## config.mk

```make
export PLATFORM = sky130hd
export DESIGN_NAME = rsc_top
export DESIGN_NICKNAME = d
export VERILOG_FILES = /design/src/core/rsc_pkg.sv /design/src/core/rsc_top.sv /design/src/core/rsc_wdog_seq.sv
export VERILOG_INCLUDE_DIRS = /design/src /design/src/core
export SDC_FILE = /design/constraint.sdc
export NUM_CORES = 1
export LEC_CHECK = 0
export BUFFER_PORTS_ARGS = -buffer_cell sky130_fd_sc_hd__buf_4
export CAP_MARGIN = 20
export CORE_AREA = 2 2 88 90
export CTS_CLUSTER_SIZE = 12
export DETAILED_ROUTE_END_ITERATION = 16
export DIE_AREA = 0 0 90 92
export PLACE_DENSITY_LB_ADDON = 0.25
export SLEW_MARGIN = 10
export SYNTH_ARGS = -nofsm -noshare
export SYNTH_HDL_FRONTEND = slang
export SYNTH_SLANG_ARGS = --single-unit
```

## constraint.sdc

```tcl
create_clock -name clk -period 2.35 [get_ports clk]
set_clock_uncertainty 0.15 [all_clocks]
set_input_delay 0.3525 -clock clk [delete_from_list [all_inputs] [get_ports clk]]
set_output_delay 0.3525 -clock clk [all_outputs]
set_load 0.01 [all_outputs]
```

## src/core/rsc_consts.svh

```systemverilog
// constants of the reset status and system options block
`ifndef RSC_CONSTS_SVH
`define RSC_CONSTS_SVH

// ----------------------------------------------------------------------
// register select codes on the access port
// ----------------------------------------------------------------------
`define RSC_SEL_CAUSE        2'h0
`define RSC_SEL_DEBUG_RESET  2'h1
`define RSC_SEL_OPTIONS      2'h2

// ----------------------------------------------------------------------
// reset cause register bit positions
// ----------------------------------------------------------------------
`define RSC_BIT_POWER_ON     7
`define RSC_BIT_PIN          6
`define RSC_BIT_WATCHDOG     5
`define RSC_BIT_BAD_OPCODE   4
`define RSC_BIT_BAD_ADDRESS  3
`define RSC_BIT_CLOCK_LOSS   2
`define RSC_BIT_LOW_VOLTAGE  1

// ----------------------------------------------------------------------
// system options one bit positions and debug register trigger bit
// ----------------------------------------------------------------------
`define RSC_OPT_TIMEOUT_HI   7
`define RSC_OPT_TIMEOUT_LO   6
`define RSC_OPT_STOP         5
`define RSC_OPT_BOOT_PIN     2
`define RSC_OPT_DEBUG_PIN    1
`define RSC_OPT_RESET_PIN    0
`define RSC_BIT_DEBUG_TRIG   0

// ----------------------------------------------------------------------
// reset values and watchdog sequence keys
// ----------------------------------------------------------------------
`define RSC_CAUSE_POR_VALUE  8'h82
`define RSC_CAUSE_LV_MASK    8'h82
`define RSC_TIMEOUT_RESET    2'h3
`define RSC_TIMEOUT_OFF      2'h0
`define RSC_KEY_FIRST        8'h55
`define RSC_KEY_SECOND       8'hAA
`define RSC_READ_ZERO        8'h00

// ----------------------------------------------------------------------
// timing
// ----------------------------------------------------------------------
`define RSC_RESET_HOLD_CYCLES 4

`endif

```

## src/core/rsc_pkg.sv

```systemverilog
// types of the reset status and system options block
package rsc_pkg;

    typedef enum logic [1:0] {
        RSC_RUN  = 2'b01,
        RSC_HOLD = 2'b10
    } rsc_state_t;

endpackage

```

## src/core/rsc_top.sv

```systemverilog
// reset cause flags, debug forced reset and write-once system options
`timescale 1ns/1ps
`include "rsc_consts.svh"

// What this block does
// - seven read-only flags record last reset cause
// - debug forced reset leaves all flags clear, unless a low-voltage reset in the same cycle sets its flags
// - bad watchdog-address write resets when watchdog enabled
// - key pair clears watchdog, flags unchanged
// - power-on sets power-on and low-voltage flags
// - low-voltage reset: set low-voltage, keep power-on, clear others
// - bit 6: external reset pin caused reset
// - bit 5: watchdog timeout, blocked when disabled
// - bit 4: illegal opcode, disallowed stop or background
// - bit 3: unimplemented address access
// - bit 2: loss of external clock
// - bit 1: low-voltage trip or power-on
// - debug register: debug writes only, reads zero
// - options readable, only first write honoured
// - options bits 4 and 3 read zero
// - timeout select bits 7:6 reset to ones
// - stop bit resets zero; stop then illegal
// - boot pin state latched at power-on, cleared by other resets
// - debug pin enable resets one; reset pin kept
// - reset pin enable makes pin reset input

module rsc_top #(
    parameter int HOLD_CYCLES = `RSC_RESET_HOLD_CYCLES
) (
    input  wire logic       clk,
    input  wire logic       rst,
    input  wire logic [1:0] reg_sel,
    input  wire logic       reg_wr,
    input  wire logic       reg_rd,
    input  wire logic       wr_from_debug,
    input  wire logic [7:0] wr_data,
    output logic      [7:0] rd_data,
    input  wire logic       ext_reset_pin_n,
    input  wire logic       wdog_expired,
    input  wire logic       bad_opcode,
    input  wire logic       stop_exec,
    input  wire logic       enter_background_instruction_exec,
    input  wire logic       background_mode_allow,
    input  wire logic       bad_address,
    input  wire logic       clock_loss,
    input  wire logic       lv_trip,
    input  wire logic       lv_detect_enable,
    input  wire logic       boot_select_pin,
    input  wire logic       mode_pin,
    output logic            sys_reset,
    output logic            wdog_clear,
    output logic      [1:0] watchdog_timeout_select,
    output logic            stop_allow_bit,
    output logic            debug_pin_enable,
    output logic            reset_pin_enable,
    output logic            boot_pin_latched_state
);

    // ------------------------------------------------------------------
    // state
    // ------------------------------------------------------------------
    rsc_pkg::rsc_state_t state;
    logic [7:0]          cause_flags;
    logic [7:0]          hold_cnt;
    logic                options_written;
    logic                boot_capture_pending;

    logic run;
    logic sel_cause;
    logic sel_options;
    logic sel_debug;
    logic wd_en;
    logic seq_done;
    logic seq_bad;
    logic pin_req;
    logic wd_req;
    logic op_req;
    logic ad_req;
    logic ck_req;
    logic lv_req;
    logic dbg_req;
    logic any_req;
    logic [7:0] next_flags;
    logic [7:0] next_rd;

    function automatic logic [7:0] options_view(
        input logic [1:0] tsel,
        input logic       stp,
        input logic       boot,
        input logic       dbgp,
        input logic       rstp
    );
        logic [7:0] v;
        v = 8'h00;
        v[`RSC_OPT_TIMEOUT_HI:`RSC_OPT_TIMEOUT_LO] = tsel;
        v[`RSC_OPT_STOP]      = stp;
        v[`RSC_OPT_BOOT_PIN]  = boot;
        v[`RSC_OPT_DEBUG_PIN] = dbgp;
        v[`RSC_OPT_RESET_PIN] = rstp;
        return v;
    endfunction

    // ------------------------------------------------------------------
    // decode and reset requests
    // ------------------------------------------------------------------
    always_comb begin
        run         = (state == rsc_pkg::RSC_RUN);
        sel_cause   = (reg_sel == `RSC_SEL_CAUSE);
        sel_options = (reg_sel == `RSC_SEL_OPTIONS);
        sel_debug   = (reg_sel == `RSC_SEL_DEBUG_RESET);
        wd_en       = (watchdog_timeout_select != `RSC_TIMEOUT_OFF);
        pin_req     = reset_pin_enable && !ext_reset_pin_n;
        wd_req      = wd_en && (wdog_expired || seq_bad);
        op_req      = bad_opcode
                   || (stop_exec && !stop_allow_bit)
                   || (enter_background_instruction_exec && !background_mode_allow);
        ad_req      = bad_address;
        ck_req      = clock_loss;
        lv_req      = lv_trip && lv_detect_enable;
        dbg_req     = reg_wr && wr_from_debug && sel_debug
                   && wr_data[`RSC_BIT_DEBUG_TRIG];
        any_req     = run && (pin_req || wd_req || op_req || ad_req
                   || ck_req || lv_req || dbg_req);
    end

    rsc_wdog_seq u_seq (
        .clk        (clk),
        .rst        (rst),
        .sync_clear (any_req),
        .wr_stb     (run && reg_wr && sel_cause),
        .wr_data    (wr_data),
        .key_done   (seq_done),
        .bad_write  (seq_bad)
    );

    // ------------------------------------------------------------------
    // cause flags
    // ------------------------------------------------------------------
    always_comb begin
        next_flags = 8'h00;
        if (lv_req) begin
            next_flags = `RSC_CAUSE_LV_MASK
                       & {cause_flags[`RSC_BIT_POWER_ON], 7'h7f};
        end else if (dbg_req) begin
            next_flags = 8'h00;
        end else begin
            next_flags[`RSC_BIT_PIN]         = pin_req;
            next_flags[`RSC_BIT_WATCHDOG]    = wd_req;
            next_flags[`RSC_BIT_BAD_OPCODE]  = op_req;
            next_flags[`RSC_BIT_BAD_ADDRESS] = ad_req;
            next_flags[`RSC_BIT_CLOCK_LOSS]  = ck_req;
        end
    end

    always_ff @(posedge clk or posedge rst) begin
        if (rst) begin
            cause_flags <= `RSC_CAUSE_POR_VALUE;
        end else if (any_req) begin
            cause_flags <= next_flags;
        end
    end

    // ------------------------------------------------------------------
    // reset sequencer
    // ------------------------------------------------------------------
    always_ff @(posedge clk or posedge rst) begin
        if (rst) begin
            state    <= rsc_pkg::RSC_RUN;
            hold_cnt <= 8'h00;
        end else begin
            case (state)
                rsc_pkg::RSC_RUN: begin
                    if (any_req) begin
                        state    <= rsc_pkg::RSC_HOLD;
                        hold_cnt <= 8'(HOLD_CYCLES - 1);
                    end
                end
                rsc_pkg::RSC_HOLD: begin
                    if (hold_cnt == 8'h00) begin
                        state <= rsc_pkg::RSC_RUN;
                    end else begin
                        hold_cnt <= hold_cnt - 8'h01;
                    end
                end
                default: begin
                    state <= rsc_pkg::RSC_RUN;
                end
            endcase
        end
    end

    always_ff @(posedge clk or posedge rst) begin
        if (rst) begin
            sys_reset <= 1'b0;
        end else if (any_req) begin
            sys_reset <= 1'b1;
        end else if (state == rsc_pkg::RSC_HOLD && hold_cnt == 8'h00) begin
            sys_reset <= 1'b0;
        end
    end

    always_ff @(posedge clk or posedge rst) begin
        if (rst) begin
            wdog_clear <= 1'b0;
        end else begin
            wdog_clear <= seq_done && !any_req;
        end
    end

    // ------------------------------------------------------------------
    // system options one
    // ------------------------------------------------------------------
    always_ff @(posedge clk or posedge rst) begin
        if (rst) begin
            watchdog_timeout_select <= `RSC_TIMEOUT_RESET;
            stop_allow_bit          <= 1'b0;
            debug_pin_enable        <= 1'b1;
            reset_pin_enable        <= 1'b0;
            options_written         <= 1'b0;
        end else if (any_req) begin
            watchdog_timeout_select <= `RSC_TIMEOUT_RESET;
            stop_allow_bit          <= 1'b0;
            debug_pin_enable        <= 1'b1;
            options_written         <= 1'b0;
        end else if (run && reg_wr && sel_options && !options_written) begin
            watchdog_timeout_select <=
                wr_data[`RSC_OPT_TIMEOUT_HI:`RSC_OPT_TIMEOUT_LO];
            stop_allow_bit          <= wr_data[`RSC_OPT_STOP];
            debug_pin_enable        <= wr_data[`RSC_OPT_DEBUG_PIN];
            reset_pin_enable        <= wr_data[`RSC_OPT_RESET_PIN];
            options_written         <= 1'b1;
        end
    end

    // boot pin sampled on the first edge after power-on release
    always_ff @(posedge clk or posedge rst) begin
        if (rst) begin
            boot_capture_pending   <= 1'b1;
            boot_pin_latched_state <= 1'b0;
        end else if (boot_capture_pending) begin
            boot_capture_pending   <= 1'b0;
            boot_pin_latched_state <= !boot_select_pin && mode_pin;
        end else if (any_req) begin
            boot_pin_latched_state <= 1'b0;
        end
    end

    // ------------------------------------------------------------------
    // read path
    // ------------------------------------------------------------------
    always_comb begin
        next_rd = `RSC_READ_ZERO;
        if (sel_cause) begin
            next_rd = {cause_flags[7:1], 1'b0};
        end else if (sel_options) begin
            next_rd = options_view(watchdog_timeout_select,
                                   stop_allow_bit,
                                   boot_pin_latched_state,
                                   debug_pin_enable,
                                   reset_pin_enable);
        end
    end

    always_ff @(posedge clk or posedge rst) begin
        if (rst) begin
            rd_data <= `RSC_READ_ZERO;
        end else if (reg_rd) begin
            rd_data <= next_rd;
        end
    end
endmodule

```

## src/core/rsc_wdog_seq.sv

```systemverilog
// watchdog clear key sequence tracker on the reset cause address
`timescale 1ns/1ps
`include "rsc_consts.svh"

module rsc_wdog_seq (
    input  wire logic       clk,
    input  wire logic       rst,
    input  wire logic       sync_clear,
    input  wire logic       wr_stb,
    input  wire logic [7:0] wr_data,
    output logic            key_done,
    output logic            bad_write
);

    logic armed;

    always_comb begin
        key_done  = wr_stb && armed && (wr_data == `RSC_KEY_SECOND);
        bad_write = wr_stb && (wr_data != `RSC_KEY_FIRST)
                           && (wr_data != `RSC_KEY_SECOND);
    end

    // first key arms, any other write disarms
    always_ff @(posedge clk or posedge rst) begin
        if (rst) begin
            armed <= 1'b0;
        end else if (sync_clear) begin
            armed <= 1'b0;
        end else if (wr_stb) begin
            armed <= (wr_data == `RSC_KEY_FIRST);
        end
    end

endmodule

```

==> impl_metrics.tcl, run 1 <==
set metrics [dict create \
    run_status "finished clean" \
    r2r_cells 6 \
    p_leak_nw 1.06 \
    globalplace.congestion 0.829 \
    synth.cell_area_um2 1770 \
    synth_nets 198 \
    drc 0 \
    rows 32 \
    utilization 0.315 \
    n_antenna_cell 0 \
    dp_hpwl_mm 3.41 \
    cts_buffer_depth 2 \
    drive_above_1_share 0.314 \
    cts_tree "yes" \
    cts_resized 0 \
    ios 43 \
    io_buffers 42 \
    clock_latency_ps 290 \
    numCtsBuffers 5 \
    synth_seq_cells 36 \
    cts_hold_buf 0 \
    ys_types 46 \
    syn_inst 169 \
    grt_usage 0.114 \
    cts_root_buffer "clkbuf_8" \
    crit_arrival_ps 2220 \
    synth_edf_count 0 \
    ys_seq_area_frac 0.515 \
    synth_warnings 0 \
    wl_per_cell_um 13.9 \
    max_freq_mhz 456 \
    drt-initial-drc-count 34 \
    cp_slowest_cell "dfstp_2" \
    regToRegStartpoint "state[0]" \
    drt_wl_total_mm 4.51 \
    critPathKind "register to register" \
    hold_viol 0 \
    multi_input_area_um2 769 \
    nNetsFinal 251 \
    clk_pin_slew_worst_paths_ps 70 \
    final_cell_mix "buf_4, dfrtp_1, inv_1" \
    worstMarginPinSlew_ps 541 \
    path_buf_inv 1 \
    cts_max_level 2 \
    cp-start-kind "register" \
    ys.flop_type "dfrtp_1" \
    grt_max_degree 37 \
    firstDrtPassIters 4 \
    path_max_fanout 11 \
    maxCapViolCount 0 \
    irDropWorstVdd_mv 0.288 \
    syn_avg_cell_area_um2 10.5 \
    start_util 0.237 \
    dieHeight_um 92 \
    core_region_area_um2 7450 \
    powerDensity_nw_per_um2 794 \
    r2r_setup_slack_ps 160 \
    antenna_left 0 \
    placed_area_um2 2260 \
    fin_crit_sh 0.934 \
    crit_family "compound AO/OA/AOI/OAI gates" \
    fin_tns_setup_ps 0 \
    rsz0062_at_grt "no" \
    final-max-slew-violation-count 0 \
    reg2reg_to "stop_allow_bit" \
    dieArea_um2 8280 \
    syn_to_final_growth_pct 32.6 \
    postCtsSetupBuffers 0 \
    design_area_um2 2340 \
    relSlewSlack 0.635 \
    via_per_inst 4.56 \
    min_period_ps 2190 \
    seq_area_um2 910 \
    final_common_cell "buf_4" \
    clock_sink_count 36 \
    power_mw 1.86 \
    cp_data_required_time_ps 2380 \
    grt_pass1_wl_mm 7.39 \
    die_w_um 90 \
    cp-end-kind "register" \
    grt_pass1_vias 1520 \
    vias 1482 \
    fill_cells 813 \
    crit_chain "and2b_1 -> nand3_1 -> o41ai_1 -> o21ai_1 -> buf_4 -> a32o_1" \
    overflow 0 \
    async_flop_share 1.00 \
    hold_path.class "input pin to async pin" \
    finalSetupViolations 0 \
    antenna_found_initial 0 \
    slowest_delay_ps 530 \
]
-- final cells by class --
cell class | instances | area share
Tap cell | 102 | 0.0545
Inverter | 18 | 0.0288
Multi-Input combinational cell | 111 | 0.328
Clock inverter | 1 | 0.00214
Timing Repair Buffer | 50 | 0.166
Clock buffer | 7 | 0.0326
Sequential cell | 36 | 0.388
-- synthesized netlist by cell type (all sizes together) (2+ instances only) --
cell type	number	area share
a21oi	3	0.011
a31o	5	0.025
and3	2	0.0099
buf	3	0.0099
dfrtp	29	0.41
dfstp	7	0.10
ha	2	0.014
inv	18	0.038
mux2	2	0.013
mux2i	8	0.045
nand2	11	0.023
nand2b	5	0.018
nand3	8	0.023
nand3b	2	0.0085
nor2	10	0.023
nor2b	2	0.0071
nor3	10	0.028
o21a	2	0.0085
o21ai	8	0.023
o22ai	6	0.021
o32a	3	0.017
or3	2	0.0078
or4bb	4	0.025
-- logic make-up (layout without fill, tap and decap cells) --
group | count (synthesis) | count (layout) | synth area share
flops | 36 | 36 | 0.515
compound gates | 36 | 36 | 0.151
buf+inv | 22 | 76 | 0.0502
other cells | 1 | 1 | 0.00212
mux | 10 | 10 | 0.0580
fa+ha+maj | 2 | 2 | 0.0142
simple gates | 62 | 62 | 0.210
-- through the flow --
stage	setup WS, ps	hold slack (ps)	instances
after floorplan	265	290	169
after global placement	99.2	310	317
after detailed placement	92.4	313	317
after CTS	174	35.1	325
after global routing	25.7	73.0	325
final	156	13.1	325
-- power breakdown --
part	internal, mW	total [mW]	leakage [nW]	switching, mW
Combinational	0.289	0.617	0.562	0.327
Clock	0.208	0.421	0.0422	0.213
Sequential	0.746	0.824	0.451	0.0775
-- worst reg2reg max path, cell delays in order, from the launching register on --
cell and delay [ps]:
dfstp_2 530, and2b_1 220, nand3_1 150, o41ai_1 480, o21ai_1 120, buf_4 200
a32o_1 260
-- routing by layer --
layer	track usage	wire length, um	vias up
met3	0.0288	205	3
met2	0.199	2360	36
li1	-	-	712
met1	0.138	1940	731
met4	0.0346	14	0
met5	0	0	-
-- state kept, by name (all words and copies together), names as in the netlist --
register	flops
options_written	1
u_seq.armed	1
boot_capture_pending	1
cause_flags	7
hold_cnt	8
rd_data	8
stop_allow_bit	1
boot_pin_latched_state	1
sys_reset	1
watchdog_timeout_select	2
state	2
wdog_clear	1
debug_pin_enable	1
reset_pin_enable	1
-- how the worst max path moves through the flow --
stage               cells after the start   startpoint               end  slack [ps]
detailed placement                      6   wr_data[5]  reset_pin_enable          90
CTS                                     6     state[0]    stop_allow_bit         170
global placement                        6   wr_data[5]  reset_pin_enable         100
finish                                  6     state[0]    stop_allow_bit         160
floorplan                               5  hold_cnt[3]       hold_cnt[6]         260
global route                            6     state[0]    stop_allow_bit          30
Note: power is estimated with default switching activity, not from simulation.
==> run 2, diff against run 1 <==
--- a/config.mk
+++ b/config.mk
@@ -6,12 +6,13 @@
 export SDC_FILE = /design/constraint.sdc
 export NUM_CORES = 1
 export LEC_CHECK = 0
+export ABC_AREA = 1
 export BUFFER_PORTS_ARGS = -buffer_cell sky130_fd_sc_hd__buf_4
 export CAP_MARGIN = 20
-export CORE_AREA = 2 2 88 90
+export CORE_AREA = 2 2 90 92
 export CTS_CLUSTER_SIZE = 12
 export DETAILED_ROUTE_END_ITERATION = 16
-export DIE_AREA = 0 0 90 92
+export DIE_AREA = 0 0 92 94
 export PLACE_DENSITY_LB_ADDON = 0.25
 export SLEW_MARGIN = 10
 export SYNTH_ARGS = -nofsm -noshare
==> run 2 against run 1 <==
Compared with the run above:
- flip-flop and latch count did not move
- count of clock-buffer cells in the layout is 1 lower
- maximum frequency grew 20%
- final cell count grew 23%
- global-route usage is 0.16 points higher
- die area grew 4.4%
- routed wire length up 3.7%
- critical path depth is 4 higher
- core utilization increased by 0.46 points
- first-iteration DRC count grew 85%
- synthesized cell count is 46% higher
- combinational power increased by 55%
- critical endpoint is now hold_cnt[3]
- largest power group unchanged
==> impl_metrics.tcl, run 2 <==
set metrics [dict create \
    cts_buffer_depth 2 \
    cp-end-kind "register" \
    rows 32 \
    setup_ws_ps 515 \
    finalSetupViolations 0 \
    fin_tns_setup_ps 0 \
    postCtsSetupBuffers 0 \
    io_buffers 42 \
    cts_resized 0 \
    post-place-ws_ps 446 \
    cts_tree "yes" \
    top_regs "hold_cnt: 8 flops, rd_data: 8 flops, cause_flags: 7 flops" \
    fin_crit_sh 0.781 \
    overflow 0 \
    min_period_ps 1830 \
    rsz0062_at_grt "no" \
    maxCapViolCount 0 \
    yosysMostFrequentCell "nand2_1" \
    ys_top_cells_by_count "nand2_1, inv_1, dfrtp_1" \
    final_common_cell "nand2_1" \
    critPathKind "register to register" \
    regToRegStartpoint "state[0]" \
    syn_inst 246 \
    powerDensity_nw_per_um2 1020 \
    grt_usage 0.116 \
    n_antenna_cell 0 \
    globalplace.congestion 0.817 \
    grt_max_degree 37 \
    grt_pass1_wl_mm 7.74 \
    drt_wl_total_mm 4.68 \
    antenna_left 0 \
    r2r_setup_slack_ps 520 \
    dieArea_um2 8650 \
    core_region_area_um2 7610 \
    antenna_found_initial 0 \
    run_status "finished clean" \
    synth.cell_area_um2 1870 \
    fill_cells 839 \
    drive_above_1_share 0.246 \
    nNetsFinal 325 \
    syn_avg_cell_area_um2 7.59 \
    ios 43 \
    cts_root_buffer "clkbuf_8" \
    drc 0 \
    clock_sink_count 36 \
    synth_edf_count 0 \
    utilization 0.319 \
    crit_arrival_ps 1920 \
    hold_path.class "input pin to async pin" \
    wl_per_cell_um 11.7 \
    ys_types 27 \
    syn_to_final_growth_pct 30.1 \
    dp_hpwl_mm 3.52 \
    dieHeight_um 94 \
    start_util 0.245 \
    firstDrtPassIters 4 \
    cts_hold_buf 0 \
    synth_nets 275 \
    setup.worst_path.start "state[0]" \
    via_per_inst 4.20 \
    numCtsBuffers 5 \
    cts_max_level 2 \
    cp-start-kind "register" \
    grt_pass1_vias 1635 \
    final_cell_mix "nand2_1, buf_4, inv_1" \
    synth_seq_cells 36 \
    synth_area_leaders "dfrtp_1, nand2_1, dfstp_2" \
    cp_data_required_time_ps 2430 \
    yosys.area.top_type "dfrtp_1" \
    final-max-slew-violation-count 0 \
    synth_warnings 0 \
    synth_top_cell_area_share 0.389 \
    ys_seq_area_frac 0.487 \
    hold_viol 0 \
    max_freq_mhz 545 \
    path_max_fanout 19 \
    drt-initial-drc-count 63 \
    p_leak_nw 1.23 \
    vias 1677 \
    irDropWorstVdd_mv 0.340 \
    die_w_um 92 \
    async_flop_share 1.00 \
    clock_latency_ps 290 \
    clk_pin_slew_worst_paths_ps 70 \
    ys.flop_type "dfrtp_1" \
]
## run 2: cell count changes after synthesis, sizes merged, moves of 8 or more
cell   before  now
nand3       8   19
nand2      11   87
inv        18   32
nor2       10   26
mux2i       8    0
## run 2: kinds of logic (layout without fill, tap and decap cells)
family | count (synthesis) | in the layout | synth area share
compound gates | 30 | 30 | 0.0891
xor+xnor | 1 | 1 | 0.00469
fa+ha+maj | 2 | 2 | 0.0134
buf+inv | 35 | 86 | 0.0744
flops | 36 | 36 | 0.487
other cells | 1 | 1 | 0.00201
simple gates | 141 | 141 | 0.329
## run 2: where the power goes
group | leakage (nW) | total, mW | switching (mW) | internal, mW
sequential | 0.449 | 0.980 | 0.145 | 0.835
combinational | 0.725 | 0.957 | 0.589 | 0.368
clock | 0.0552 | 0.539 | 0.224 | 0.315
total | 1.23 | 2.48 | 0.959 | 1.52
## run 2: worst max-delay path, cell delays in order (launching register included)
cell	delay (ps)
dfstp_2	540
nand3_1	120
nor2_4	130
nand3_1	100
nand2_1	110
nand2_2	80
nand2_4	100
nand2_4	150
nand2_4	170
nand2_1	60
nand2_1	60
## run 2: path summary, 6_finish.rpt
path / endpoint / depth (start not counted)
max: hold_cnt[3] / 10
min: hold_cnt[4] / 3
max reg2reg: hold_cnt[3] / 10
min reg2reg: cause_flags[7] / 2
max in group asynchronous: state[0] / 3
min in group clk: boot_pin_latched_state / 3
## run 2: stage by stage
| stage | hold WS [ps] | instances | instance area [um^2] | power [mW] |
|---|---|---|---|---|
| 6_report | 13.4 | 399 | 2430 | 2.48 |
| 5_1_grt | 48.7 | 399 | 2430 | 2.73 |
| 4_1_cts | 25.9 | 399 | 2430 | 2.52 |
| 3_5_place_dp | 294 | 391 | 2320 | 1.97 |
| 3_3_place_gp | 290 | 391 | 2320 | 1.96 |
| 2_1_floorplan | 283 | 246 | 1870 | 1.65 |
## run 2: metal layers
layer	vias to the layer above	GRT usage	wire length, um
met5	-	0	0
met4	0	0.0510	131
met3	11	0.0313	245
met2	41	0.188	2210
met1	749	0.144	2090
li1	876	-	-
## run 2: final cells by class
type | instances | area [um^2] | area share
sequential | 36 | 910 | 0.375
multi-input combinational | 175 | 818 | 0.337
timing repair buffer | 46 | 345 | 0.142
tap | 102 | 128 | 0.0526
inverter | 32 | 120 | 0.0495
clock buffer | 6 | 72.6 | 0.0299
clock inverter | 2 | 35.0 | 0.0144
